File: src/iwd_map.svh
/*
 * Constants for the instruction word decoder: opcodes, group bounds,
 * operand field positions and cycle counts.
 * Assumes it is included once by the package and the decoder module.
 */
// Behaviour
// - Accept 24-bit program words; three opcodes span two consecutive words.
// - Top 8 bits of a single word are the opcode; the rest are operands.
// - Every opcode falls into one of five groups.
// - Two-word instructions take operands from both words, 24 bits combined.
// - Second word carries zeros in its top 8 bits.
// - A second word decoded on its own acts as a no-op.
// - One cycle normally; two when a condition is true or flow changes.
// - Branch, indirect call/jump, table access, returns take two or three cycles.
// - Taken skip costs two cycles, three when skipping a two-word instruction.
// - Double-word moves take two cycles.
// - Two-word instructions take two cycles.
// - Register ops decode base, source with mode, destination with mode.
// - File ops decode address plus destination: same file or working zero.
// - Bit position comes from a literal or from the base register.
// - Literal ops use base and literal; destination only when flagged.
// - Multiply ops carry accumulator, pair, prefetches and write-back target.
// - Other signal ops carry accumulator and register or literal shift.
// - Write-back target is register 13 direct or indirect with +2.
// - Multiplier pair field encodes six pairs of registers 4 to 7.
// - Working register fields select one of sixteen.
`ifndef IWD_MAP_SVH
`define IWD_MAP_SVH

// opcodes
`define IWD_OP_NOP 8'h00
`define IWD_OP_BRANCH 8'h01
`define IWD_OP_CALL_IND 8'h02
`define IWD_OP_GOTO_IND 8'h03
`define IWD_OP_RETURN 8'h04
`define IWD_OP_RETFI 8'h05
`define IWD_OP_TBL_RD 8'h06
`define IWD_OP_TBL_WR 8'h07
`define IWD_OP_CALL_LONG 8'h08
`define IWD_OP_GOTO_LONG 8'h09
`define IWD_OP_DO_LOOP 8'h0A
`define IWD_OP_SKIP 8'h0B
`define IWD_OP_COND_BRA 8'h0C
`define IWD_OP_MOV_DBL 8'h0D
// group lower bounds
`define IWD_GRP_LIT 8'h20
`define IWD_GRP_WORKING_ZERO_DEST 8'h40
`define IWD_GRP_FILE 8'h80
`define IWD_GRP_BIT 8'hA0
`define IWD_GRP_MAC 8'hC0
`define IWD_GRP_DSP 8'hE0
// field positions (lsb)
`define IWD_OPC_LSB 16
`define IWD_SRC_LSB 0
`define IWD_DST_LSB 6
`define IWD_BASE_LSB 12
`define IWD_FDEST_BIT 13
`define IWD_BIT_IND_BIT 11
`define IWD_LIT_DSEP_BIT 11
`define IWD_ACC_BIT 15
`define IWD_PAIR_LSB 12
`define IWD_XPF_LSB 8
`define IWD_YPF_LSB 4
`define IWD_SHREG_BIT 14
`define IWD_SHLIT_LSB 4
// cycle counts and multiplier pair count
`define IWD_CYC_ONE 2'h1
`define IWD_CYC_TWO 2'h2
`define IWD_CYC_THREE 2'h3
`define IWD_PAIR_COUNT 3'h6

`endif

File: src/iwd_pkg.sv
/*
 * Types for the instruction word decoder.
 * Assumes iwd_map.svh is on the include path.
 */
`include "iwd_map.svh"
package iwd_pkg;
	// operation groups
	typedef enum logic [2:0] {
		GRP_WORD_BYTE, GRP_BIT, GRP_LITERAL, GRP_SIGNAL, GRP_CONTROL
	} iwd_group_type;
	// sequencing phases
	typedef enum logic [1:0] {PH_RUN, PH_WAIT2, PH_STALL} iwd_phase_type;
	// one retired instruction
	typedef struct packed {
		logic valid;
		logic nop;
		iwd_group_type group;
		logic [7:0] opcode;
		logic two_word;
		logic second_bad;
		logic [1:0] cycles;
		logic [3:0] base_reg;
		logic [3:0] source_reg;
		logic [1:0] source_mode;
		logic [3:0] dest_reg;
		logic [1:0] dest_mode;
		logic [12:0] file_addr;
		logic working_zero_dest;
		logic [3:0] bit_pos;
		logic bit_indirect;
		logic dest_present;
		logic [15:0] literal;
		logic acc_b;
		logic [2:0] multiplier_reg_pair;
		logic pair_bad;
		logic [3:0] x_prefetch;
		logic [3:0] y_prefetch;
		logic [3:0] x_dest;
		logic [3:0] y_dest;
		logic accumulator_writeback_target;
		logic shift_from_reg;
		logic [3:0] shift_count_reg;
		logic [23:0] target;
	} iwd_dec_type;
	// whole decoder state
	typedef struct packed {
		iwd_phase_type phase;
		logic [1:0] count;
		logic [1:0] flush;
		logic skip_pend;
		logic [23:0] first;
		iwd_dec_type dec;
	} iwd_state_type;
endpackage : iwd_pkg

File: src/iwd_decoder.sv
/*
 * Instruction word decoder: sorts program words into groups, splits
 * operand fields, joins two-word instructions and assigns cycle counts.
 * Assumes one fetched word per enabled cycle, held while stall_o is high,
 * and a condition result valid alongside conditional words.
 */
`timescale 1ns/1ns
`default_nettype none
`include "iwd_map.svh"
module iwd_decoder
(
	// clock and reset
	input wire logic ref_clk_i,
	input wire logic reset_i,
	input wire logic clk_en_i,
	// fetch side
	input wire logic [23:0] fetch_word_i,
	input wire logic fetch_valid_i,
	input wire logic cond_true_i,
	output logic stall_o,
	// datapath side
	output iwd_pkg::iwd_dec_type dec_o
);
	iwd_pkg::iwd_state_type st_reg;
	iwd_pkg::iwd_state_type st_next;
	logic [7:0] opc;

	// --------------------------------------------------------------
	// field decode
	// --------------------------------------------------------------
	// split one word into group and operand fields
	function automatic iwd_pkg::iwd_dec_type split(input logic [23:0] w);
		iwd_pkg::iwd_dec_type d;
		logic [7:0] o;
		logic [15:0] f;
		d = '0;
		o = w[`IWD_OPC_LSB +: 8];
		f = w[15:0];
		d.valid = 1'b1;
		d.opcode = o;
		d.cycles = `IWD_CYC_ONE;
		d.nop = (o == `IWD_OP_NOP);
		// grouping by opcode range
		if (o < `IWD_GRP_LIT)
			d.group = iwd_pkg::GRP_CONTROL;
		else if (o < `IWD_GRP_WORKING_ZERO_DEST)
			d.group = iwd_pkg::GRP_LITERAL;
		else if (o < `IWD_GRP_BIT)
			d.group = iwd_pkg::GRP_WORD_BYTE;
		else if (o < `IWD_GRP_MAC)
			d.group = iwd_pkg::GRP_BIT;
		else
			d.group = iwd_pkg::GRP_SIGNAL;
		// register fields, sixteen working registers each
		d.base_reg = f[`IWD_BASE_LSB +: 4];
		d.source_reg = f[`IWD_SRC_LSB +: 4];
		d.source_mode = f[`IWD_SRC_LSB+4 +: 2];
		d.dest_reg = f[`IWD_DST_LSB +: 4];
		d.dest_mode = f[`IWD_DST_LSB+4 +: 2];
		// file register form
		if (o >= `IWD_GRP_FILE && o < `IWD_GRP_BIT)
		begin
			d.file_addr = f[12:0];
			d.working_zero_dest = ~f[`IWD_FDEST_BIT];
			d.dest_reg = f[`IWD_FDEST_BIT] ? 4'hF & d.dest_reg : 4'h0;
		end
		// bit form: literal position or base register contents
		if (d.group == iwd_pkg::GRP_BIT)
		begin
			d.bit_indirect = f[`IWD_BIT_IND_BIT];
			d.bit_pos = f[`IWD_BASE_LSB +: 4];
		end
		// literal form: separate destination only when flagged
		if (d.group == iwd_pkg::GRP_LITERAL)
		begin
			d.dest_present = f[`IWD_LIT_DSEP_BIT];
			d.literal = f[`IWD_LIT_DSEP_BIT] ? {9'h000, f[6:0]} : {5'h00, f[10:0]};
			d.dest_reg = f[`IWD_LIT_DSEP_BIT] ? f[10:7] : f[`IWD_BASE_LSB +: 4];
		end
		// multiply class
		if (o >= `IWD_GRP_MAC && o < `IWD_GRP_DSP)
		begin
			d.acc_b = f[`IWD_ACC_BIT];
			d.multiplier_reg_pair = f[`IWD_PAIR_LSB +: 3];
			d.pair_bad = (f[`IWD_PAIR_LSB +: 3] >= `IWD_PAIR_COUNT);
			d.x_prefetch = f[`IWD_XPF_LSB +: 4];
			d.y_prefetch = f[`IWD_YPF_LSB +: 4];
			d.x_dest = {2'h1, f[3:2]};
			d.y_dest = {2'h1, f[1:0]};
			d.accumulator_writeback_target = o[0];
		end
		// non-multiplying signal class
		if (o >= `IWD_GRP_DSP)
		begin
			d.acc_b = f[`IWD_ACC_BIT];
			d.shift_from_reg = f[`IWD_SHREG_BIT];
			d.shift_count_reg = f[3:0];
			d.literal = {{10{f[`IWD_SHLIT_LSB+5]}}, f[`IWD_SHLIT_LSB +: 6]};
		end
		d.two_word = (o == `IWD_OP_CALL_LONG) || (o == `IWD_OP_GOTO_LONG)
			|| (o == `IWD_OP_DO_LOOP);
		return d;
	endfunction : split

	// cycles of single-word multi-cycle operations
	function automatic logic [1:0] base_cycles(input logic [7:0] o);
		case (o)
			`IWD_OP_BRANCH, `IWD_OP_CALL_IND, `IWD_OP_GOTO_IND: return `IWD_CYC_TWO;
			`IWD_OP_RETURN, `IWD_OP_RETFI: return `IWD_CYC_THREE;
			`IWD_OP_TBL_RD, `IWD_OP_TBL_WR: return `IWD_CYC_TWO;
			`IWD_OP_MOV_DBL: return `IWD_CYC_TWO;
			default: return `IWD_CYC_ONE;
		endcase
	endfunction : base_cycles

	// --------------------------------------------------------------
	// sequencing
	// --------------------------------------------------------------
	assign opc = fetch_word_i[`IWD_OPC_LSB +: 8];

	// next state
	always_comb
	begin
		st_next = st_reg;
		st_next.dec.valid = 1'b0;
		if (st_reg.phase == iwd_pkg::PH_STALL)
		begin
			st_next.count = st_reg.count - 2'h1;
			if (st_reg.count == 2'h1)
				st_next.phase = iwd_pkg::PH_RUN;
		end
		else if (fetch_valid_i && st_reg.flush != 2'h0)
		begin
			// suppressed word retires as a no-op
			st_next.dec = '0;
			st_next.dec.valid = 1'b1;
			st_next.dec.nop = 1'b1;
			st_next.dec.group = iwd_pkg::GRP_CONTROL;
			st_next.dec.cycles = `IWD_CYC_ONE;
			st_next.skip_pend = 1'b0;
			// a skipped two-word instruction also drops its second word
			if (st_reg.skip_pend && (opc == `IWD_OP_CALL_LONG
				|| opc == `IWD_OP_GOTO_LONG || opc == `IWD_OP_DO_LOOP))
				st_next.flush = st_reg.flush;
			else
				st_next.flush = st_reg.flush - 2'h1;
		end
		else if (fetch_valid_i && st_reg.phase == iwd_pkg::PH_WAIT2)
		begin
			// join with the held first word
			st_next.dec = split(st_reg.first);
			st_next.dec.target = {fetch_word_i[7:0], st_reg.first[15:0]};
			st_next.dec.second_bad = (fetch_word_i[23:16] != 8'h00);
			st_next.dec.cycles = `IWD_CYC_TWO;
			st_next.phase = iwd_pkg::PH_RUN;
		end
		else if (fetch_valid_i)
		begin
			st_next.dec = split(fetch_word_i);
			st_next.dec.cycles = base_cycles(opc);
			if (st_next.dec.two_word)
			begin
				st_next.dec.valid = 1'b0;
				st_next.first = fetch_word_i;
				st_next.phase = iwd_pkg::PH_WAIT2;
			end
			else if (opc == `IWD_OP_SKIP && cond_true_i)
			begin
				st_next.dec.cycles = `IWD_CYC_TWO;
				st_next.flush = 2'h1;
				st_next.skip_pend = 1'b1;
			end
			else if (opc == `IWD_OP_COND_BRA && cond_true_i)
			begin
				st_next.dec.cycles = `IWD_CYC_TWO;
				st_next.flush = 2'h1;
			end
			else if (opc == `IWD_OP_MOV_DBL || opc == `IWD_OP_TBL_RD
				|| opc == `IWD_OP_TBL_WR)
			begin
				// no flow change: hold the fetch instead
				st_next.phase = iwd_pkg::PH_STALL;
				st_next.count = base_cycles(opc) - 2'h1;
			end
			else if (base_cycles(opc) != `IWD_CYC_ONE)
				st_next.flush = base_cycles(opc) - 2'h1;
		end
	end

	// state register
	always_ff @(posedge ref_clk_i)
	begin
		if (reset_i)
			st_reg <= '0;
		else if (clk_en_i)
			st_reg <= st_next;
	end

	assign stall_o = (st_reg.phase == iwd_pkg::PH_STALL);
	assign dec_o = st_reg.dec;

	logic take;
	assign take = clk_en_i && fetch_valid_i && !stall_o && st_reg.flush == 2'h0
		&& st_reg.phase == iwd_pkg::PH_RUN;
endmodule : iwd_decoder
`default_nettype wire

File: config.mk
export PLATFORM = sky130hd
export DESIGN_NAME = iwd_decoder
export DESIGN_NICKNAME = d
export VERILOG_FILES = /design/src/iwd_pkg.sv /design/src/iwd_decoder.sv
export VERILOG_INCLUDE_DIRS = /design/src
export SDC_FILE = /design/constraint.sdc
export NUM_CORES = 1
export LEC_CHECK = 0
export ABC_AREA = 1
export BUFFER_PORTS_ARGS = -buffer_cell sky130_fd_sc_hd__buf_2
export CORE_MARGIN = 2
export CORE_UTILIZATION = 55
export DETAILED_ROUTE_END_ITERATION = 10
export HOLD_SLACK_MARGIN = 0.1
export PLACE_DENSITY = 0.79
export SETUP_SLACK_MARGIN = 0.02
export SKIP_CTS_REPAIR_TIMING = 1
export SLEW_MARGIN = 15
export SYNTH_ARGS = -nofsm -noshare
export SYNTH_HDL_FRONTEND = slang
export SYNTH_SLANG_ARGS = --single-unit
export TNS_END_PERCENT = 20
File: constraint.sdc
create_clock -name ref_clk_i -period 2.02 [get_ports ref_clk_i]
set_input_delay 0.606 -clock ref_clk_i [delete_from_list [all_inputs] [get_ports ref_clk_i]]
set_output_delay 0.606 -clock ref_clk_i [all_outputs]
set_load 0.1 [all_outputs]
Word-level counts from Yosys, hierarchy flattened
Memories as Yosys holds them, arrays and structs flattened.
Index checks and enable logic that the tools add are counted.

storage, ports and cells
  output and inout bits = 121
  register bits = 151
  memories kept = 4
  logic and storage cells = 221
  ROM bits = 128

memory list
  memory            depth  bits a word  rd ports  clocked after memory_dff  write ports  line                text
  (name not given)  16     2            1         0                         0            iwd_decoder.sv:107  case (o)
  (name not given)  16     2            1         0                         0            iwd_decoder.sv:107
  (name not given)  16     2            1         0                         0            iwd_decoder.sv:107
  (name not given)  16     2            1         0                         0            iwd_decoder.sv:107

operators by class
  equal/unequal tests = 31
  add/sub/neg operators = 4
  bitwise logic cells = 5
  magnitude comparators = 18
  reductions and logical operators = 34
  mux-type cells = 91

operators by type and width
  kind                                                                  number
  120-bit two-way mux                                                   3
  151-bit two-way mux                                                   1
  2-bit two-way mux                                                     46
  8-bit by 4-bit == test with 1-bit output, second input constant       9
  17-bit two-way mux                                                    4
  4-bit two-way mux                                                     13
  8-bit >= comparator, second input constant                            6
  8-bit < comparator, second input constant                             6
  22-bit two-way mux                                                    2
  3-bit two-way mux                                                     10
  29-bit two-way mux                                                    1
  14-bit two-way mux                                                    2
  25-bit two-way mux                                                    1
  5-bit two-way mux                                                     5
  11-bit two-way mux                                                    2
  8-bit by 3-bit == test with 1-bit output, second input constant       2
  8-bit logical NOT                                                     2
  8-bit by 6-bit < comparator with 1-bit output, second input constant  2
  8-bit by 7-bit < comparator with 1-bit output, second input constant  2
  2-bit inequality test, second input constant                          8
  8-bit AND reduction                                                   2
  4-bit inequality test, second input constant                          3
  6-bit AND reduction                                                   2
  2-bit nonzero test                                                    5
  other kinds (17)                                                      44

Depth between registers and ports, before layout
  word-level depth = 31
  mapped depth = 13
  gate-level depth less buffers = 13

Worst setup path after synthesis
OpenSTA, ideal clock, no wires.

  path type = register -> register
  from = register st_reg[150] in the netlist's numbering
  to = register st_reg[149] in the netlist's numbering
  setup time = 0.120 ns
  path buffers = 0
  required time = 1.900 ns
  slack = -0.148 ns
  arrival time = 2.049 ns
  clock period less this slack = 2.168 ns
  stages on the path, launching flop included = 8
  cell sequence = dfxtp_1 -> inv_2 -> nor2_2 -> o21ai_0 -> nor3_1 -> nand2_1 -> o21ai_0 -> a21oi_1

between the ends
  elaborated cells on any way between the ends = 13
  classes of those cells = eq/ne: 6; mux: 3; reduce/logical: 4

RTL lines
  what                                                            line                text
  from (decl)                                                     iwd_decoder.sv:24   iwd_pkg::iwd_state_type st_reg;
  from (signal assigned)                                          iwd_decoder.sv:196  st_reg <= st_next;
  2-bit == test *                                                 --
  named net stall_o                                               iwd_decoder.sv:20   output logic stall_o,
  4-bit inequality test (no source line) (tied with other cells)  --
  7-bit AND reduction (no source line)                            --

Mark *: on every way through the listed nets, which the timed path passes. The rest lies on a longest branch. The select of a mux whose other input is x is not followed.
A chain may end at the register's enable or synchronous reset.

Final worst setup path
  from = register st_reg[150] in the netlist's numbering
  to = output port stall_o

between the ends
  cells in the longest elaborated chain, start to end = 1

RTL lines
  what           line                text
  2-bit == test  iwd_decoder.sv:199  assign stall_o = (st_reg.phase == iwd_pkg::PH_STALL);
  to (decl)      iwd_decoder.sv:20

Every way passes these cells.

==> summary.txt <==
Status
  • Outcome: complete, no violations

STA
  • Fmax: 508.4 MHz
  • Actual slew at the worst max-slew pin: 0.6413 ns
  • Setup TNS: 0 ns
  • Endpoints failing setup: 0
  • RSZ-0062 raised after global routing: true
  • Fin. max-slew vios: 0
  • Worst Hold Margin: 0.4548 ns
  • Tmin final: 1.967 ns
  • Clk_skew: 0.009273 ns
  • Hold Fails Final Rpt: 0
  • Final worst-path cycle share: 97.37%
  • Headroom to the max-slew limit: 57.19%

Floorplanning
  • I/O pins: 150
  • CORE AREA: 13880 µm²
  • Site Rows: 43
  • Die Area: 15210 µm²
  • Die Span Y: 123.3 µm
  • Initial Util: 56.43%
  • Die X: 123.3 µm

Setup path
  • Startpoint Class: register
  • Reg2reg setup slack: 0.21 ns
  • Worst R2R Start: st_reg[149]
  • FF-to-FF End: dec_o[88]
  • Arr. time, crit path: 1.36 ns
  • Endpoint type of the worst setup path: output pin
  • Data required, critical path: 1.41 ns
  • Crit-path slowest cell: dfxtp_1
  • Critical path class: reg2out
  • Crit-path cells: inv_2 > nor2_4 > buf_12
  • CP Max Fanout: 5
  • CP max stage delay: 0.40 ns
  • FF-to-FF path depth: 10

Power and ir drop
  • Peak VDD IR: 0.0005614 V
  • Design Power: 7.362 mW
  • Pleak: 4.291 nW
  • Pwr/cell area: 825.2 nW/µm²

Clock tree
  • Clk Latency, worst-skew pair: 0.43 ns
  • CTS tree: done
  • Htree depth: 4
  • Clk sink count: 144
  • TritonCTS Buffers: 17
  • Root Buffer: clkbuf_16
  • Clock slew at reported path FFs: 0.06 ns
  • Clock Tree Buf Depth: 2

Placed design
  • IO Port Bufs: 147
  • DP HPWL: 17250 µm
  • GPL Wtd Cong: 0.9739
  • Post-Place Cells: 1328

Logic synthesis
  • Cells after synthesis: 1113
  • Synth top area share: 36.81%
  • Post-synth top cells: nand2_1, dfxtp_1, buf_4, a21oi_1, inv_1
  • Post-synth cell types: 38
  • Largest cells by area after synthesis: dfxtp_1, buf_4, nand2_1
  • Syn avg cell area: 7.037 µm²
  • Most common cell in the netlist: nand2_1
  • Post-synthesis sequential area ratio: 36.81%
  • Mapped cell area: 7833 µm²
  • EDFF count, synth: 0
  • Fraction of registers with async set or reset after synthesis: 0%
  • Synth Register Bits: 144
  • Synth Warn #: 0
  • Dominant synthesized flop cell: dfxtp_1
  • Post-synth top area cell: dfxtp_1

Layout
  • Non-Filler Instances: 1365
  • P&R area growth vs syn: 13.90%
  • Antenna diode count: 0
  • Share of cells above drive strength 1: 23.04%
  • Core Util, Final: 64.27%
  • Max FFs per register: 113
  • Fin nets: 1204

Detailed routing
  • Final WL: 23950 µm
  • Via-per-instance ratio: 5.628
  • Post-route DRC: 0
  • Via count: 7682
  • Drt pass-1 iters: 5
  • WL/cell: 17.54 µm
  • Antenna Nets Post-Route: 0
  • Initial detailed-routing violation count: 849

Min path
  • Worst Hold Class: in2reg
  • Worst hold path depth: 3
  • Worst hold endpoint: dec_o[44]
  • Hold Startpoint: fetch_word_i[10]

Global routing
  • Grt ovf: 0
  • Global-route wire length before repair: 36890 µm
  • Pin count of the biggest net entering global routing: 76
  • Antenna violations before repair: 0
  • GRT Util Overall: 31.74%
  • Vias in the first global route: 6743

Run
  • Max Cap Violations: 0
how the worst max path moves through the flow:
stage,from,endpoint,cells after the start
after floorplan,fetch_word_i[21],st_reg[148],9
after global placement,fetch_word_i[23],st_reg[147],11
after detailed placement,fetch_word_i[23],st_reg[147],11
after CTS,st_reg[150],stall_o,3
after global routing,st_reg[150],stall_o,3
final,st_reg[150],stall_o,3
layer usage:
layer / vias to the layer above / GRT usage (%) / routed length (µm)
met5: - / 0 / 0
met4: 0 / 12.43 / 661
met3: 48 / 5.996 / 2399
met2: 419 / 47.84 / 10530
met1: 3547 / 44.77 / 10350
li1: 3668 / - / -
area by class of cell:
| class | instances | area, µm² |
|---|---|---|
| tap | 180 | 225.2 |
| clock inverter | 14 | 165.2 |
| fill | 1259 | 4960 |
| multi-input combinational | 684 | 3393 |
| sequential | 144 | 2883 |
| clock buffer | 18 | 439.2 |
| timing repair buffer | 216 | 1406 |
| inverter | 109 | 409.1 |
placed cells by master (no fill, tap or decap), types with 5 or more instances in the layout:
cell type,netlist,final
nand2_1,237,235
buf_2,21,146
dfxtp_1,144,144
a21oi_1,104,104
inv_1,103,102
o21ai_0,81,81
nand3_1,61,61
buf_4,126,58
nor2_1,50,50
nor3_1,26,26
o211ai_1,24,24
o22ai_1,20,20
o21ai_1,19,19
clkbuf_16,0,17
buf_12,0,12
o21bai_1,9,9
a31oi_1,8,8
o21a_1,6,6
nand2_4,5,5
nand4_1,5,5
clkinvlp_4,0,5
logic make-up (layout without fill, tap and decap cells):
| family | Yosys count | count (layout) | share of synthesized area [%] |
|---|---|---|---|
| fa+ha+maj | 3 | 3 | 0.4793 |
| other cells | 1 | 2 | 0.04788 |
| flops | 144 | 144 | 36.81 |
| buf+inv | 286 | 357 | 20.08 |
| simple gates | 397 | 397 | 22.43 |
| compound gates | 282 | 282 | 20.16 |
where the power goes:
group	leakage, nW	total [mW]	switching [mW]	internal (mW)
combinational	2.84	1.19	0.934	0.258
sequential	1.17	2.95	0.0400	2.91
clock	0.284	3.22	1.25	1.97
critical path: cells and delay by family, from the launching register on:
| kind | cells | cell delay, ns |
|---|---|---|
| simple gates | 1 | 0.22 |
| flops | 1 | 0.40 |
| buf+inv | 2 | 0.31 |
metrics by stage:
step / area [µm²] / worst slack (ns)
after floorplan: 7841 / 0.2040
after global placement: 8274 / 0.04347
after CTS: 8879 / 0.02843
after detailed placement: 8274 / 0.007348
after global routing: 8921 / 0.01665
final: 8921 / 0.05316
No activity file was read; power rests on OpenSTA's default activity.
